===== src/verilog/sys_vec_pkg.sv =====
// Package for the system reset / NMI vector generator.
// Assumes a 16-bit register port with word offsets as byte addresses.
package sys_vec_pkg;

  // ---------------------------------------------------------------
  // Register map
  // ---------------------------------------------------------------
  localparam logic [15:0] USER_NMI_VECTOR_ADDR = 16'h019A;
  localparam logic [15:0] SYSTEM_NMI_VECTOR_ADDR = 16'h019C;
  localparam logic [15:0] RESET_CAUSE_VECTOR_ADDR = 16'h019E;
  localparam logic [15:0] IRQ_STATUS_ADDR = 16'h01A0;
  localparam logic [15:0] IRQ_MASK_ADDR = 16'h01A2;
  localparam logic [15:0] VEC_NONE = 16'h0000;
  localparam logic [2:0] IRQ_RESET_CAUSE_BIT = 3'h0;
  localparam logic [2:0] IRQ_SYSTEM_NMI_BIT = 3'h1;
  localparam logic [2:0] IRQ_USER_NMI_BIT = 3'h2;
  localparam logic [2:0] IRQ_RESET_VAL = 3'h0;

  // ---------------------------------------------------------------
  // Source counts and field widths
  // ---------------------------------------------------------------
  localparam int RST_N = 15;
  localparam int SNMI_N = 9;
  localparam int UNMI_N = 3;
  localparam int IRQ_N = 3;

  // Reset cause bit positions, highest priority at bit 0
  localparam int RC_BROWNOUT = 0;
  localparam int RC_PIN_RESET = 1;
  localparam int RC_SOFTWARE_BROWNOUT = 2;
  localparam int RC_DEEP_SHUTDOWN_WAKE = 3;
  localparam int RC_SECURITY = 4;
  localparam int RC_CORE_SUPERVISOR = 5;
  localparam int RC_SUPPLY_SUPERVISOR = 6;
  localparam int RC_CORE_MONITOR_OVERVOLTAGE = 7;
  localparam int RC_SUPPLY_MONITOR_OVERVOLTAGE = 8;
  localparam int RC_SOFTWARE_POWER_ON_RESET = 9;
  localparam int RC_WATCHDOG_EXPIRY = 10;
  localparam int RC_WATCHDOG_PASSWORD = 11;
  localparam int RC_FLASH_KEY_VIOLATION = 12;
  localparam int RC_PERIPHERAL_FETCH = 13;
  localparam int RC_PMM_PASSWORD = 14;

  // Reset cause codes, index by bit position
  localparam logic [15:0] RST_CODE [RST_N] = '{
    16'h0002, 16'h0004, 16'h0006, 16'h0008, 16'h000A,
    16'h000C, 16'h000E, 16'h0010, 16'h0012, 16'h0014,
    16'h0016, 16'h0018, 16'h001A, 16'h001E, 16'h0020
  };
  // Code 1Ch is reserved and skipped above
  localparam logic [15:0] RST_CODE_RESERVED = 16'h001C;

  // System NMI bits, highest priority at bit 0
  localparam logic [15:0] SNMI_CODE [SNMI_N] = '{
    16'h0002, 16'h0004, 16'h0006, 16'h0008, 16'h000A,
    16'h000C, 16'h000E, 16'h0010, 16'h0012
  };
  localparam int SN_MAILBOX_INPUT = 5;
  localparam int SN_MAILBOX_OUTPUT = 6;

  // User NMI bits, highest priority at bit 0
  localparam logic [15:0] UNMI_CODE [UNMI_N] = '{
    16'h0002, 16'h0004, 16'h0006
  };

  // ---------------------------------------------------------------
  // Carriers
  // ---------------------------------------------------------------
  typedef struct packed {
    logic [15:0] addr;
    logic [15:0] wdata;
    logic wr;
    logic rd;
  } reg_req_t;

  typedef struct packed {
    logic [RST_N-1:0] reset_cause;
    logic [SNMI_N-1:0] system_nmi;
    logic [UNMI_N-1:0] user_nmi;
  } src_events_t;

  typedef enum logic [2:0] {
    SEL_USER = 3'b001,
    SEL_SYSTEM = 3'b010,
    SEL_RESET = 3'b100
  } vec_sel_t;

endpackage : sys_vec_pkg


===== src/verilog/system_reset_nmi_vectors.sv =====
// System reset / NMI vector generator: three read-only priority vectors.
// Assumes source event inputs are one-cycle pulses synchronous to clk_in.
//
// Added by the designer: the address-and-strobe port.
`timescale 1ns/1ps
`default_nettype none

// Notes on behaviour
// Reset-cause vector at 019Eh: 00h idle, else highest cause, 02h to 20h.
// Middle reset codes: pin 04h through supply monitor overvoltage 12h.
// Watchdog expiry 16h, watchdog password 18h, both power-up-clear class.
// Flash key violation 1Ah; code 1Ch reserved, never produced.
// Instruction fetch from peripheral area reports 1Eh.
// Power-management password fault 20h; 22h to 3Eh reserved, lowest.
// System NMI vector at 019Ch: monitor, delay, vacant memory, level codes.
// Mailbox input events 0Ch and output events 0Eh in system NMI vector.
// User NMI vector at 019Ah: pin 02h, oscillator 04h, flash access 06h.
// Reading a vector clears the reported flag; next read shows next.
module system_reset_nmi_vectors
  import sys_vec_pkg::*;
(
  // Clock, reset, enable
  input wire logic clk_in,
  input wire logic rst_n_in,
  input wire logic clk_en_in,
  // Register port
  input wire logic [15:0] addr_in,
  input wire logic [15:0] wdata_in,
  input wire logic wr_in,
  input wire logic rd_in,
  output logic [15:0] rdata_out,
  // Source events
  input wire logic [RST_N-1:0] reset_cause_in,
  input wire logic [SNMI_N-1:0] system_nmi_in,
  input wire logic [UNMI_N-1:0] user_nmi_in,
  // Interrupt and pending levels
  output logic irq_out,
  output logic reset_pending_out,
  output logic system_nmi_pending_out,
  output logic user_nmi_pending_out
);

  // ---------------------------------------------------------------
  // Declarations
  // ---------------------------------------------------------------
  reg_req_t req;
  src_events_t ev;
  logic [RST_N-1:0] rst_flag_r;
  logic [SNMI_N-1:0] snmi_flag_r;
  logic [UNMI_N-1:0] unmi_flag_r;
  logic [IRQ_N-1:0] irq_status_r;
  logic [IRQ_N-1:0] irq_mask_r;
  logic [15:0] rst_code;
  logic [15:0] snmi_code;
  logic [15:0] unmi_code;
  logic [RST_N-1:0] rst_clr;
  logic [SNMI_N-1:0] snmi_clr;
  logic [UNMI_N-1:0] unmi_clr;
  logic [IRQ_N-1:0] irq_set;
  vec_sel_t sel;
  logic sel_valid;
  logic [15:0] rdata_nxt;

  assign req = '{addr: addr_in, wdata: wdata_in, wr: wr_in, rd: rd_in};
  assign ev = '{reset_cause: reset_cause_in, system_nmi: system_nmi_in,
                user_nmi: user_nmi_in};

  // ---------------------------------------------------------------
  // Vector read decode
  // ---------------------------------------------------------------
  // Select which vector a read targets; only valid with a read strobe
  always_comb begin
    sel = SEL_USER;
    sel_valid = 1'b0;
    if (req.rd) begin
      if (req.addr == USER_NMI_VECTOR_ADDR) begin
        sel = SEL_USER;
        sel_valid = 1'b1;
      end else if (req.addr == SYSTEM_NMI_VECTOR_ADDR) begin
        sel = SEL_SYSTEM;
        sel_valid = 1'b1;
      end else if (req.addr == RESET_CAUSE_VECTOR_ADDR) begin
        sel = SEL_RESET;
        sel_valid = 1'b1;
      end
    end
  end

  // ---------------------------------------------------------------
  // Priority encoders
  // ---------------------------------------------------------------
  // reset cause priority
  // Lowest bit wins, so scan downward and let the last hit stand
  always_comb begin
    rst_code = VEC_NONE;
    rst_clr = '0;
    for (int i = RST_N - 1; i >= 0; i--) begin
      if (rst_flag_r[i]) begin
        // codes from table
        rst_code = RST_CODE[i];
        rst_clr = '0;
        rst_clr[i] = 1'b1;
      end
    end
  end

  // system NMI priority
  always_comb begin
    snmi_code = VEC_NONE;
    snmi_clr = '0;
    for (int i = SNMI_N - 1; i >= 0; i--) begin
      if (snmi_flag_r[i]) begin
        // mailbox codes included
        snmi_code = SNMI_CODE[i];
        snmi_clr = '0;
        snmi_clr[i] = 1'b1;
      end
    end
  end

  // user NMI priority
  always_comb begin
    unmi_code = VEC_NONE;
    unmi_clr = '0;
    for (int i = UNMI_N - 1; i >= 0; i--) begin
      if (unmi_flag_r[i]) begin
        unmi_code = UNMI_CODE[i];
        unmi_clr = '0;
        unmi_clr[i] = 1'b1;
      end
    end
  end

  // ---------------------------------------------------------------
  // Source flags
  // ---------------------------------------------------------------
  // read clears reported flag
  // A new event on the same cycle as the clearing read wins
  always_ff @(posedge clk_in or negedge rst_n_in) begin
    if (!rst_n_in) begin
      rst_flag_r <= '0;
    end else if (clk_en_in) begin
      if (sel_valid && sel == SEL_RESET) begin
        rst_flag_r <= (rst_flag_r & ~rst_clr) | ev.reset_cause;
      end else begin
        rst_flag_r <= rst_flag_r | ev.reset_cause;
      end
    end
  end

  // system NMI flag clear
  always_ff @(posedge clk_in or negedge rst_n_in) begin
    if (!rst_n_in) begin
      snmi_flag_r <= '0;
    end else if (clk_en_in) begin
      if (sel_valid && sel == SEL_SYSTEM) begin
        snmi_flag_r <= (snmi_flag_r & ~snmi_clr) | ev.system_nmi;
      end else begin
        snmi_flag_r <= snmi_flag_r | ev.system_nmi;
      end
    end
  end

  // user NMI flag clear
  always_ff @(posedge clk_in or negedge rst_n_in) begin
    if (!rst_n_in) begin
      unmi_flag_r <= '0;
    end else if (clk_en_in) begin
      if (sel_valid && sel == SEL_USER) begin
        unmi_flag_r <= (unmi_flag_r & ~unmi_clr) | ev.user_nmi;
      end else begin
        unmi_flag_r <= unmi_flag_r | ev.user_nmi;
      end
    end
  end

  // ---------------------------------------------------------------
  // Interrupt status and mask
  // ---------------------------------------------------------------
  // Any new event in a group sets that group's sticky status bit
  assign irq_set = {|ev.user_nmi, |ev.system_nmi, |ev.reset_cause};

  // Write one to clear; a set in the same cycle wins
  always_ff @(posedge clk_in or negedge rst_n_in) begin
    if (!rst_n_in) begin
      irq_status_r <= IRQ_RESET_VAL;
    end else if (clk_en_in) begin
      if (req.wr && req.addr == IRQ_STATUS_ADDR) begin
        irq_status_r <= (irq_status_r & ~req.wdata[IRQ_N-1:0]) | irq_set;
      end else begin
        irq_status_r <= irq_status_r | irq_set;
      end
    end
  end

  // Mask register: a one lets the status bit reach the interrupt line
  always_ff @(posedge clk_in or negedge rst_n_in) begin
    if (!rst_n_in) begin
      irq_mask_r <= IRQ_RESET_VAL;
    end else if (clk_en_in && req.wr && req.addr == IRQ_MASK_ADDR) begin
      irq_mask_r <= req.wdata[IRQ_N-1:0];
    end
  end

  // Registered interrupt keeps the output glitch-free, at one cycle lag
  always_ff @(posedge clk_in or negedge rst_n_in) begin
    if (!rst_n_in) begin
      irq_out <= 1'b0;
    end else if (clk_en_in) begin
      irq_out <= |(irq_status_r & irq_mask_r);
    end
  end

  // Pending levels follow the flag registers one cycle later
  always_ff @(posedge clk_in or negedge rst_n_in) begin
    if (!rst_n_in) begin
      reset_pending_out <= 1'b0;
      system_nmi_pending_out <= 1'b0;
      user_nmi_pending_out <= 1'b0;
    end else if (clk_en_in) begin
      reset_pending_out <= |rst_flag_r;
      system_nmi_pending_out <= |snmi_flag_r;
      user_nmi_pending_out <= |unmi_flag_r;
    end
  end

  // ---------------------------------------------------------------
  // Read data
  // ---------------------------------------------------------------
  // Unmapped addresses read as zero
  always_comb begin
    rdata_nxt = VEC_NONE;
    if (req.rd) begin
      unique case (req.addr)
        USER_NMI_VECTOR_ADDR: rdata_nxt = unmi_code;
        SYSTEM_NMI_VECTOR_ADDR: rdata_nxt = snmi_code;
        RESET_CAUSE_VECTOR_ADDR: rdata_nxt = rst_code;
        IRQ_STATUS_ADDR: rdata_nxt = {{(16-IRQ_N){1'b0}}, irq_status_r};
        IRQ_MASK_ADDR: rdata_nxt = {{(16-IRQ_N){1'b0}}, irq_mask_r};
        default: rdata_nxt = VEC_NONE;
      endcase
    end
  end

  // Read data stands in the cycle after the read strobe, and holds while clk_en_in is low
  always_ff @(posedge clk_in or negedge rst_n_in) begin
    if (!rst_n_in) begin
      rdata_out <= VEC_NONE;
    end else if (clk_en_in) begin
      rdata_out <= rdata_nxt;
    end
  end

endmodule : system_reset_nmi_vectors

`default_nettype wire


===== config.mk =====
export PLATFORM = sky130hd
export DESIGN_NAME = system_reset_nmi_vectors
export DESIGN_NICKNAME = d
export VERILOG_FILES = /design/src/verilog/sys_vec_pkg.sv /design/src/verilog/system_reset_nmi_vectors.sv
export SDC_FILE = /design/constraint.sdc
export NUM_CORES = 1
export LEC_CHECK = 0
export ABC_CLOCK_PERIOD_IN_PS = 4600
export BUFFER_PORTS_ARGS = -buffer_cell sky130_fd_sc_hd__buf_2
export CAP_MARGIN = 25
export CORE_ASPECT_RATIO = 0.7
export CORE_UTILIZATION = 40
export CTS_CLUSTER_SIZE = 25
export DETAILED_ROUTE_END_ITERATION = 6
export GPL_TIMING_DRIVEN = 0
export PLACE_DENSITY = 0.71
export SYNTH_ARGS = -nofsm -noshare
export SYNTH_HDL_FRONTEND = slang
export SYNTH_SLANG_ARGS = --single-unit

===== constraint.sdc =====
create_clock -name clk_in -period 4.6 [get_ports clk_in]
set_input_delay 0.23 -clock clk_in [delete_from_list [all_inputs] [get_ports clk_in]]
set_output_delay 0.23 -clock clk_in [all_outputs]
set_load 0.01 [all_outputs]

==> summary.txt, run 1 <==
CTS
  • Reg clk slew, reported paths: about 90 ps
  • Clock tree from TritonCTS: done
  • Post-CTS Setup Bufs: 0
  • Htree depth: 2
  • Root Buffer: clkbuf_8
  • Clock Tree Buf Depth: 2
  • CTS buffer count: 5
  • Resize count post-CTS: 0
  • Clk sink count: between 40 and 50
  • Skew-Pair Late Insertion Delay: just over 300 ps
  • Hold-fix buffers, CTS: 0

Yosys
  • Cell accounting for the most synthesized area: dfrtp_1
  • Synthesized cell area: about 2400 sq um
  • Syn Area/Cell: just over 9 sq um
  • Prevailing post-synth register cell: dfrtp_1
  • Top cell type's share of synthesized area: between 40% and 50%
  • Mapped Cells: approximately 260
  • Flops & latches, synth: 43
  • Netlist cell types: between 40 and 50
  • Sequential share of the synthesized area: about 45%
  • Syn. warnings: 0
  • Post-synth EDFFs: 0
  • Top cells by area, synth: dfrtp_1 (45%), nand2_1 (5.8%), a22o_1 (5.2%)
  • Fraction of registers with async set/reset: 100.0%

Routing
  • ANT nets after route: 0
  • Detailed Routing Iterations Pass 1: 4
  • Wire per inst: around 16 um
  • Residual DRC: 0
  • Starting DRT DRC Count: between 200 and 250
  • WL final: 6368 um
  • Via count: between 2000 and 2500
  • Vias per cell: between 5 and 6

Cells and area
  • Commonest non-fill, non-tap cells in the layout: buf_2 (61), dfrtp_1 (43), nand2_1 (37)
  • Core Util, Final: 51.45%
  • Diodes inserted: 0
  • Layout area overhead: 24.01%
  • Final net count: 398
  • Share of cells above drive strength 1: between 20% and 30%
  • Commonest non-fill, non-tap cell in the layout: buf_2
  • Final std cells w/o fill: between 400 and 500

Place
  • RePlAce Congestion: approximately 0.85
  • DP HPWL: between 4000 and 5000 um
  • IO Port Bufs: about 60
  • Placed insts: 400

Power and ir drop
  • Reg power frac: 49.3%
  • Combinational power share: under 10%
  • VDD IR max: 0.0001154 V
  • P_sw: roughly 180 uW
  • Leak: between 1 and 1.5 nW
  • Internal: a little under 600 uW
  • Sw Share: between 20% and 30%
  • Pwr/cell area: 260.4 nW/um^2
  • Share of power burned in the clock network: 40.9%
  • Total power: 767.2 uW

Timing
  • Setup Viol. Count Final: 0
  • Slew @ Worst Pin: 582.7 ps
  • Period utilisation layout: a little over two fifths
  • Fmax: 521.3 MHz
  • Min Tclk post-route: about 1900 ps
  • Relative slew margins: 61.15%
  • Fin. max-slew vios: 0
  • Setup Skew: 10.96 ps
  • Final setup TNS: 0 ps
  • Hold Fails Final Rpt: 0
  • WHS: roughly 130 ps
  • Unrepaired setup endpoints after global routing: false

Worst hold path
  • Hold WC Path Type: input pin to flip-flop

Floorplanning
  • Initial Util: 41.49%
  • Die height: between 60 and 70 um
  • Die X: roughly 94 um
  • Core area: 5727 sq um
  • Die area: 6258 sq um
  • Site Rows: 23
  • I/O pin total: between 80 and 90

Worst setup path
  • Crit Reg-Reg Startpoint: rst_flag_r[3]
  • Max FO, Critical Path: 9
  • Worst endpoint required time: just under 5000 ps
  • R2R depth: 6
  • Crit. End Element: flip-flop
  • R2R setup slack: 2680 ps
  • Worst EP arrival: 2130 ps
  • Startpoint types: flip-flop
  • Worst setup path class: flip-flop to flip-flop
  • Worst path cell trace: clkbuf_1 > nor4_1 > and2_2 > nand4_4 > or3_1 > a22o_1
  • CP max-delay cell: dfrtp_1
  • Crit Reg-Reg Endpoint: rst_flag_r[9]
  • Critical path endpoint: rst_flag_r[9]
  • Worst setup startpoint: rst_flag_r[3]
  • Slowest cell delay on critical path: about 370 ps

Global route
  • First-pass GRT wire length: just over 10000 um
  • Initial antenna violation count: 0
  • Largest net degree at the start of global routing: between 40 and 50
  • Vias in the first global route: 2039
  • GRT Total Usage: between 20% and 30%
  • GRT overflow: 0

Flow run
  • Maxcap violations: 0

Run status
  • Status: completed
[power groups by stage]
| stage | logic (mW) | clock network, mW | registers [mW] |
|---|---|---|---|
| 2_1_floorplan | 0.0295 | 0 | 0.386 |
| 3_3_place_gp | 0.0713 | 0 | 0.386 |
| 5_1_grt | 0.0828 | 0.337 | 0.379 |
| 6_report | 0.0749 | 0.314 | 0.379 |
| 3_5_place_dp | 0.0721 | 0 | 0.386 |
| 4_1_cts | 0.0722 | 0.321 | 0.379 |
[stage by stage]
stage	worst slack (ps)	area, sq um
floorplan	2872	2410
global route	2574	2947
CTS	2692	2917
finish	2682	2947
detailed placement	2654	2799
global placement	2684	2799
[synth_stat cells (all sizes together), types with 4 or more instances]
cell type,number
nand2,37
nor4,9
a22o,14
or4,4
nor2b,4
nor2,18
buf,14
o21ai,14
clkbuf,6
a21oi,7
o31ai,8
dfrtp,43
mux2,4
nor3,9
inv,17
or3,4
nand3,7
[metal layers]
metal	up-vias	track usage, %	part of all wire (%)
li1	1077	-	-
met1	1043	33.91	51
met2	87	30.29	41
met3	8	4.338	6.4
met4	0	6.731	1.2
met5	-	0	0
[worst max-delay path, delay by kind of cell (launching register included)]
family          cells  cell delay (ps)
compound gates      1              180
buf+inv             1              190
flops               1              370
simple gates        4             1070
[cells by family after synthesis]
| logic type | after synthesis | synth area share, % |
|---|---|---|
| DFF | 43 | 45.29 |
| AOI/OAI and AO/OA | 66 | 20.28 |
| and+or+nand+nor | 106 | 24.28 |
| muxes | 4 | 1.896 |
| buffers and inverters | 37 | 8.109 |
| other | 1 | 0.1578 |
[area by class of cell]
| class | instances | area (sq um) |
|---|---|---|
| Buffer | 20 | 128.9 |
| Clock buffer | 6 | 82.58 |
| Clock inverter | 2 | 35.03 |
| Fill cell | 543 | 2780 |
| Inverter | 17 | 63.81 |
| Multi-Input combinational cell | 186 | 1141 |
| Sequential cell | 43 | 1076 |
| Tap cell | 75 | 93.84 |
| Timing Repair Buffer | 61 | 325.3 |
[flip-flops by register name, indices dropped and copies added (netlist names)]
register and cells:
irq_mask_r 3, irq_out 1, irq_status_r 3, rdata_out 6, reset_pending_out 1, rst_flag_r 15, snmi_flag_r 9, system_nmi_pending_out 1
unmi_flag_r 3, user_nmi_pending_out 1
[how the worst min path moves through the flow]
stage	startpoint	end	slack [ps]	cells past startpoint
4_1_cts	rst_n_in	rst_flag_r[9]	120	1
5_1_grt	system_nmi_in[4]	snmi_flag_r[4]	130	3
3_5_place_dp	rst_n_in	rst_flag_r[11]	450	1
6_report	reset_cause_in[8]	rst_flag_r[8]	130	3
3_3_place_gp	rst_n_in	rst_flag_r[11]	440	1
2_1_floorplan	rst_n_in	irq_mask_r[0]	-70	0
Power figures use the tool's default switching activity.
==> run 2: changes to the inputs <==
- ABC_AREA: unset -> 1
- ABC_CLOCK_PERIOD_IN_PS: 4600 -> 2009
- clock period: 4.6 -> 2.01 ns (I/O delays scaled with it)
==> summary.txt, run 2 <==
Worst setup path
  • Top cell family by delay on the critical path: simple AND/OR/NAND/NOR gates (unchanged)
  • Worst endpoint required time: 2200 ps (was 4810 ps)
  • Worst path bufs/invs: 2 (was 1)
  • Worst EP arrival: 1920 ps (was 2130 ps)
  • Max FO, Critical Path: 4 (was 9)
  • CP max-delay cell: dfrtp_1 (unchanged)
  • Crit. End Element: flip-flop (unchanged)
  • Cell mode on critical path: nor2_1
  • Startpoint types: flip-flop (unchanged)
  • Worst setup path class: flip-flop to flip-flop (unchanged)
  • Worst path cell trace: nor2_1 > inv_1 > nor3_2 > inv_1 > nor2_1 > nand4_1 > nor2_1 > nand4_1 > a22o_1 (was clkbuf_1 > nor4_1 > and2_2 > nand4_4 > or3_1 > a22o_1)
  • Slowest cell delay on critical path: 410 ps (was 370 ps)

Global route
  • Initial antenna violation count: 0 (unchanged)
  • GRT overflow: 0 (unchanged)
  • GRT Total Usage: 20.73% (was 21.99%)
  • Vias in the first global route: 2217 (was 2039)
  • First-pass GRT wire length: 10270 um (was 10210 um)
  • Largest net degree at the start of global routing: 44 (unchanged)

Place
  • RePlAce Congestion: 0.8330 (was 0.8459)
  • DP Worst Slack: 300.4 ps (was 2654 ps)
  • Placed insts: 489 (was 400)
  • Cell Area, Placed: 2932 sq um (was 2799 sq um)
  • DP HPWL: 4869 um (was 4813 um)
  • IO Port Bufs: 60 (was 59)

Timing
  • WHS: 20.44 ps (was 130.0 ps)
  • Unrepaired setup endpoints after global routing: false (unchanged)
  • Final WS setup: 276.8 ps (was 2682 ps)
  • Slew @ Worst Pin: 537.4 ps (was 582.7 ps)
  • Period utilisation layout: 86.23% (was 41.70%)
  • Fin. max-slew vios: 0 (unchanged)
  • Hold Fails Final Rpt: 0 (unchanged)
  • Setup Skew: 9.097 ps (was 10.96 ps)
  • Fmax: 577.0 MHz (was 521.3 MHz)
  • Setup Viol. Count Final: 0 (unchanged)
  • Final setup TNS: 0 ps (unchanged)
  • Relative slew margins: 64.17% (was 61.15%)
  • Min Tclk post-route: 1733 ps (was 1918 ps)

CTS
  • CTS buffer count: 5 (unchanged)
  • Reg clk slew, reported paths: 80 ps (was 90 ps)
  • Clock tree from TritonCTS: done (unchanged)
  • Root Buffer: clkbuf_8 (unchanged)
  • Clk sink count: 43 (unchanged)
  • Clock Tree Buf Depth: 2 (unchanged)
  • Htree depth: 2 (unchanged)
  • Skew-Pair Late Insertion Delay: 290 ps (was 310 ps)
  • Post-CTS Setup Bufs: 0 (unchanged)

Floorplanning
  • Core area: 5871 sq um (was 5727 sq um)
  • Die X: 96.56 um (was 94.12 um)
  • Die height: 68.19 um (was 66.49 um)
  • Initial Util: 42.65% (was 41.49%)
  • I/O pin total: 84 (unchanged)
  • Site Rows: 23 (unchanged)
  • Die area: 6584 sq um (was 6258 sq um)

Yosys
  • Post-synth EDFFs: 0 (unchanged)
  • Synthesized cell area: 2504 sq um (was 2376 sq um)
  • Most common cell in the netlist: nand2_1 (was dfrtp_1)
  • Commonest cells in the synthesized netlist: nand2_1 (87), inv_1 (56), dfrtp_1 (43) (was dfrtp_1 (43), nand2_1 (37), nor2_1 (18))
  • Cell accounting for the most synthesized area: dfrtp_1 (unchanged)
  • Mapped Cells: 345 (was 257)
  • Top cell type's share of synthesized area: 42.98% (was 45.29%)
  • Syn. warnings: 0 (unchanged)
  • Flops & latches, synth: 43 (unchanged)
  • Syn Area/Cell: 7.257 sq um (was 9.245 sq um)
  • Prevailing post-synth register cell: dfrtp_1 (unchanged)
  • Sequential share of the synthesized area: 42.98% (was 45.29%)
  • Fraction of registers with async set/reset: 100.0% (unchanged)
  • Netlist cell types: 35 (was 49)
  • Top cells by area, synth: dfrtp_1 (43%), nand2_1 (13%), inv_1 (8.4%) (was dfrtp_1 (45%), nand2_1 (5.8%), a22o_1 (5.2%))

Cells and area
  • Top reg by flops: rst_flag_r (unchanged)
  • Final std cells w/o fill: 499 (was 410)
  • FILL cells: 607 (was 543)
  • Layout area overhead: 21.54% (was 24.01%)
  • Share of cells above drive strength 1: 22.17% (was 28.96%)
  • Diodes inserted: 0 (unchanged)
  • Commonest non-fill, non-tap cell in the layout: nand2_1 (was buf_2)
  • Commonest non-fill, non-tap cells in the layout: nand2_1 (87), buf_2 (60), inv_1 (56) (was buf_2 (61), dfrtp_1 (43), nand2_1 (37))
  • Final net count: 487 (was 398)
  • Biggest registers after layout: rst_flag_r: 15 flops, snmi_flag_r: 9 flops, rdata_out: 6 flops (unchanged)
  • Largest register FFs: 15 (unchanged)
  • Post-route cell area: 3043 sq um (was 2947 sq um)

Power and ir drop
  • Leak: 1.550 nW (was 1.252 nW)
  • Pwr/cell area: 511.7 nW/um^2 (was 260.4 nW/um^2)
  • VDD IR max: 0.0002716 V (was 0.0001154 V)

Routing
  • Routed length on met2: 2566 um (was 2632 um)
  • Met1 Wirelength: 3229 um (was 3252 um)
  • Wire per inst: 12.35 um (was 15.53 um)
  • ANT nets after route: 0 (unchanged)
  • Detailed Routing Iterations Pass 1: 5 (was 4)
  • Vias per cell: 4.798 (was 5.402)
  • Starting DRT DRC Count: 106 (was 219)
  • Via count: 2394 (was 2215)
  • Residual DRC: 0 (unchanged)
  • Met3 WL: 334 um (was 409 um)
  • Max layer used: met4 (unchanged)
  • WL final: 6165 um (was 6368 um)

Run status
  • Status: completed (unchanged)

Flow run
  • Maxcap violations: 0 (unchanged)

Worst hold path
  • Hold WC Path Type: input pin to flip-flop (unchanged)
## run 2: changes by cell type after synthesis, moves of 5 or more
cell,previous run,this run
inv_1,17,56
nand4_1,2,7
nand3_1,7,12
nor4_1,8,3
o21ai_0,14,31
nor3_1,7,17
a22o_1,14,4
nand2_1,37,87
nor2_1,18,34
o31ai_1,8,0
## run 2: final timing paths
check                                   startpoint             end  slack [ps]  depth (start not counted)
min in group asynchronous                 rst_n_in    rdata_out[0]         130                          2
worst min register to register        rdata_out[2]    rdata_out[2]         480                          2
max in group asynchronous                 rst_n_in   rst_flag_r[1]        1460                          3
worst max-delay path                 rst_flag_r[3]  rst_flag_r[14]         280                          9
worst min-delay path            reset_cause_in[10]  rst_flag_r[10]          20                          3
worst max register to register       rst_flag_r[3]  rst_flag_r[14]         280                          9
## run 2: final cells by class
type	instances	area (sq um)	share of cell area, %
Buffer	14	90.09	2.961
Clock buffer	7	76.32	2.508
Clock inverter	1	5.005	0.1645
Inverter	58	217.7	7.155
Multi-Input combinational cell	239	1154	37.91
Sequential cell	43	1076	35.36
Tap cell	75	93.84	3.084
Timing Repair Buffer	62	330.3	10.86
## run 2: worst register-to-register path: stages (launching register included)
cell,delay (ps)
dfrtp_1,410
nor2_1,130
inv_1,90
nor3_2,150
inv_1,130
nor2_1,130
nand4_1,120
nor2_1,110
nand4_1,150
a22o_1,220
## run 2: metal layers
| layer | GRT usage [%] | vias up |
|---|---|---|
| li1 | - | 1243 |
| met1 | 31.50 | 1079 |
| met2 | 30.63 | 66 |
| met3 | 3.667 | 6 |
| met4 | 4.412 | 0 |
| met5 | 0 | - |
## run 2: per-stage QoR
stage,util (%),total power [mW]
final,51.83,1.557
after CTS,51.49,1.568
after detailed placement,49.94,1.043
after floorplan,-,0.9520
after global placement,49.94,1.041
after global routing,51.83,1.649
## run 2: logic make-up after synthesis
family / Yosys count / share of synthesized area [%]
simple gates: 177 / 32.58
buf+inv: 72 / 12.29
compound gates: 52 / 11.99
flops: 43 / 42.98
other cells: 1 / 0.1498
## run 2: report_power, final
group	switching, mW	total (mW)	leakage [nW]	internal (mW)
registers	0.0000173	0.864	0.428	0.864
clock network	0.282	0.526	0.0422	0.244
logic	0.0985	0.167	1.08	0.0686
## run 2: what timing repair did
item                                   4_1_cts  5_1_grt
endpoints found under the hold margin       34        0
resized for setup                            0        0
hold buffers                                 1        0
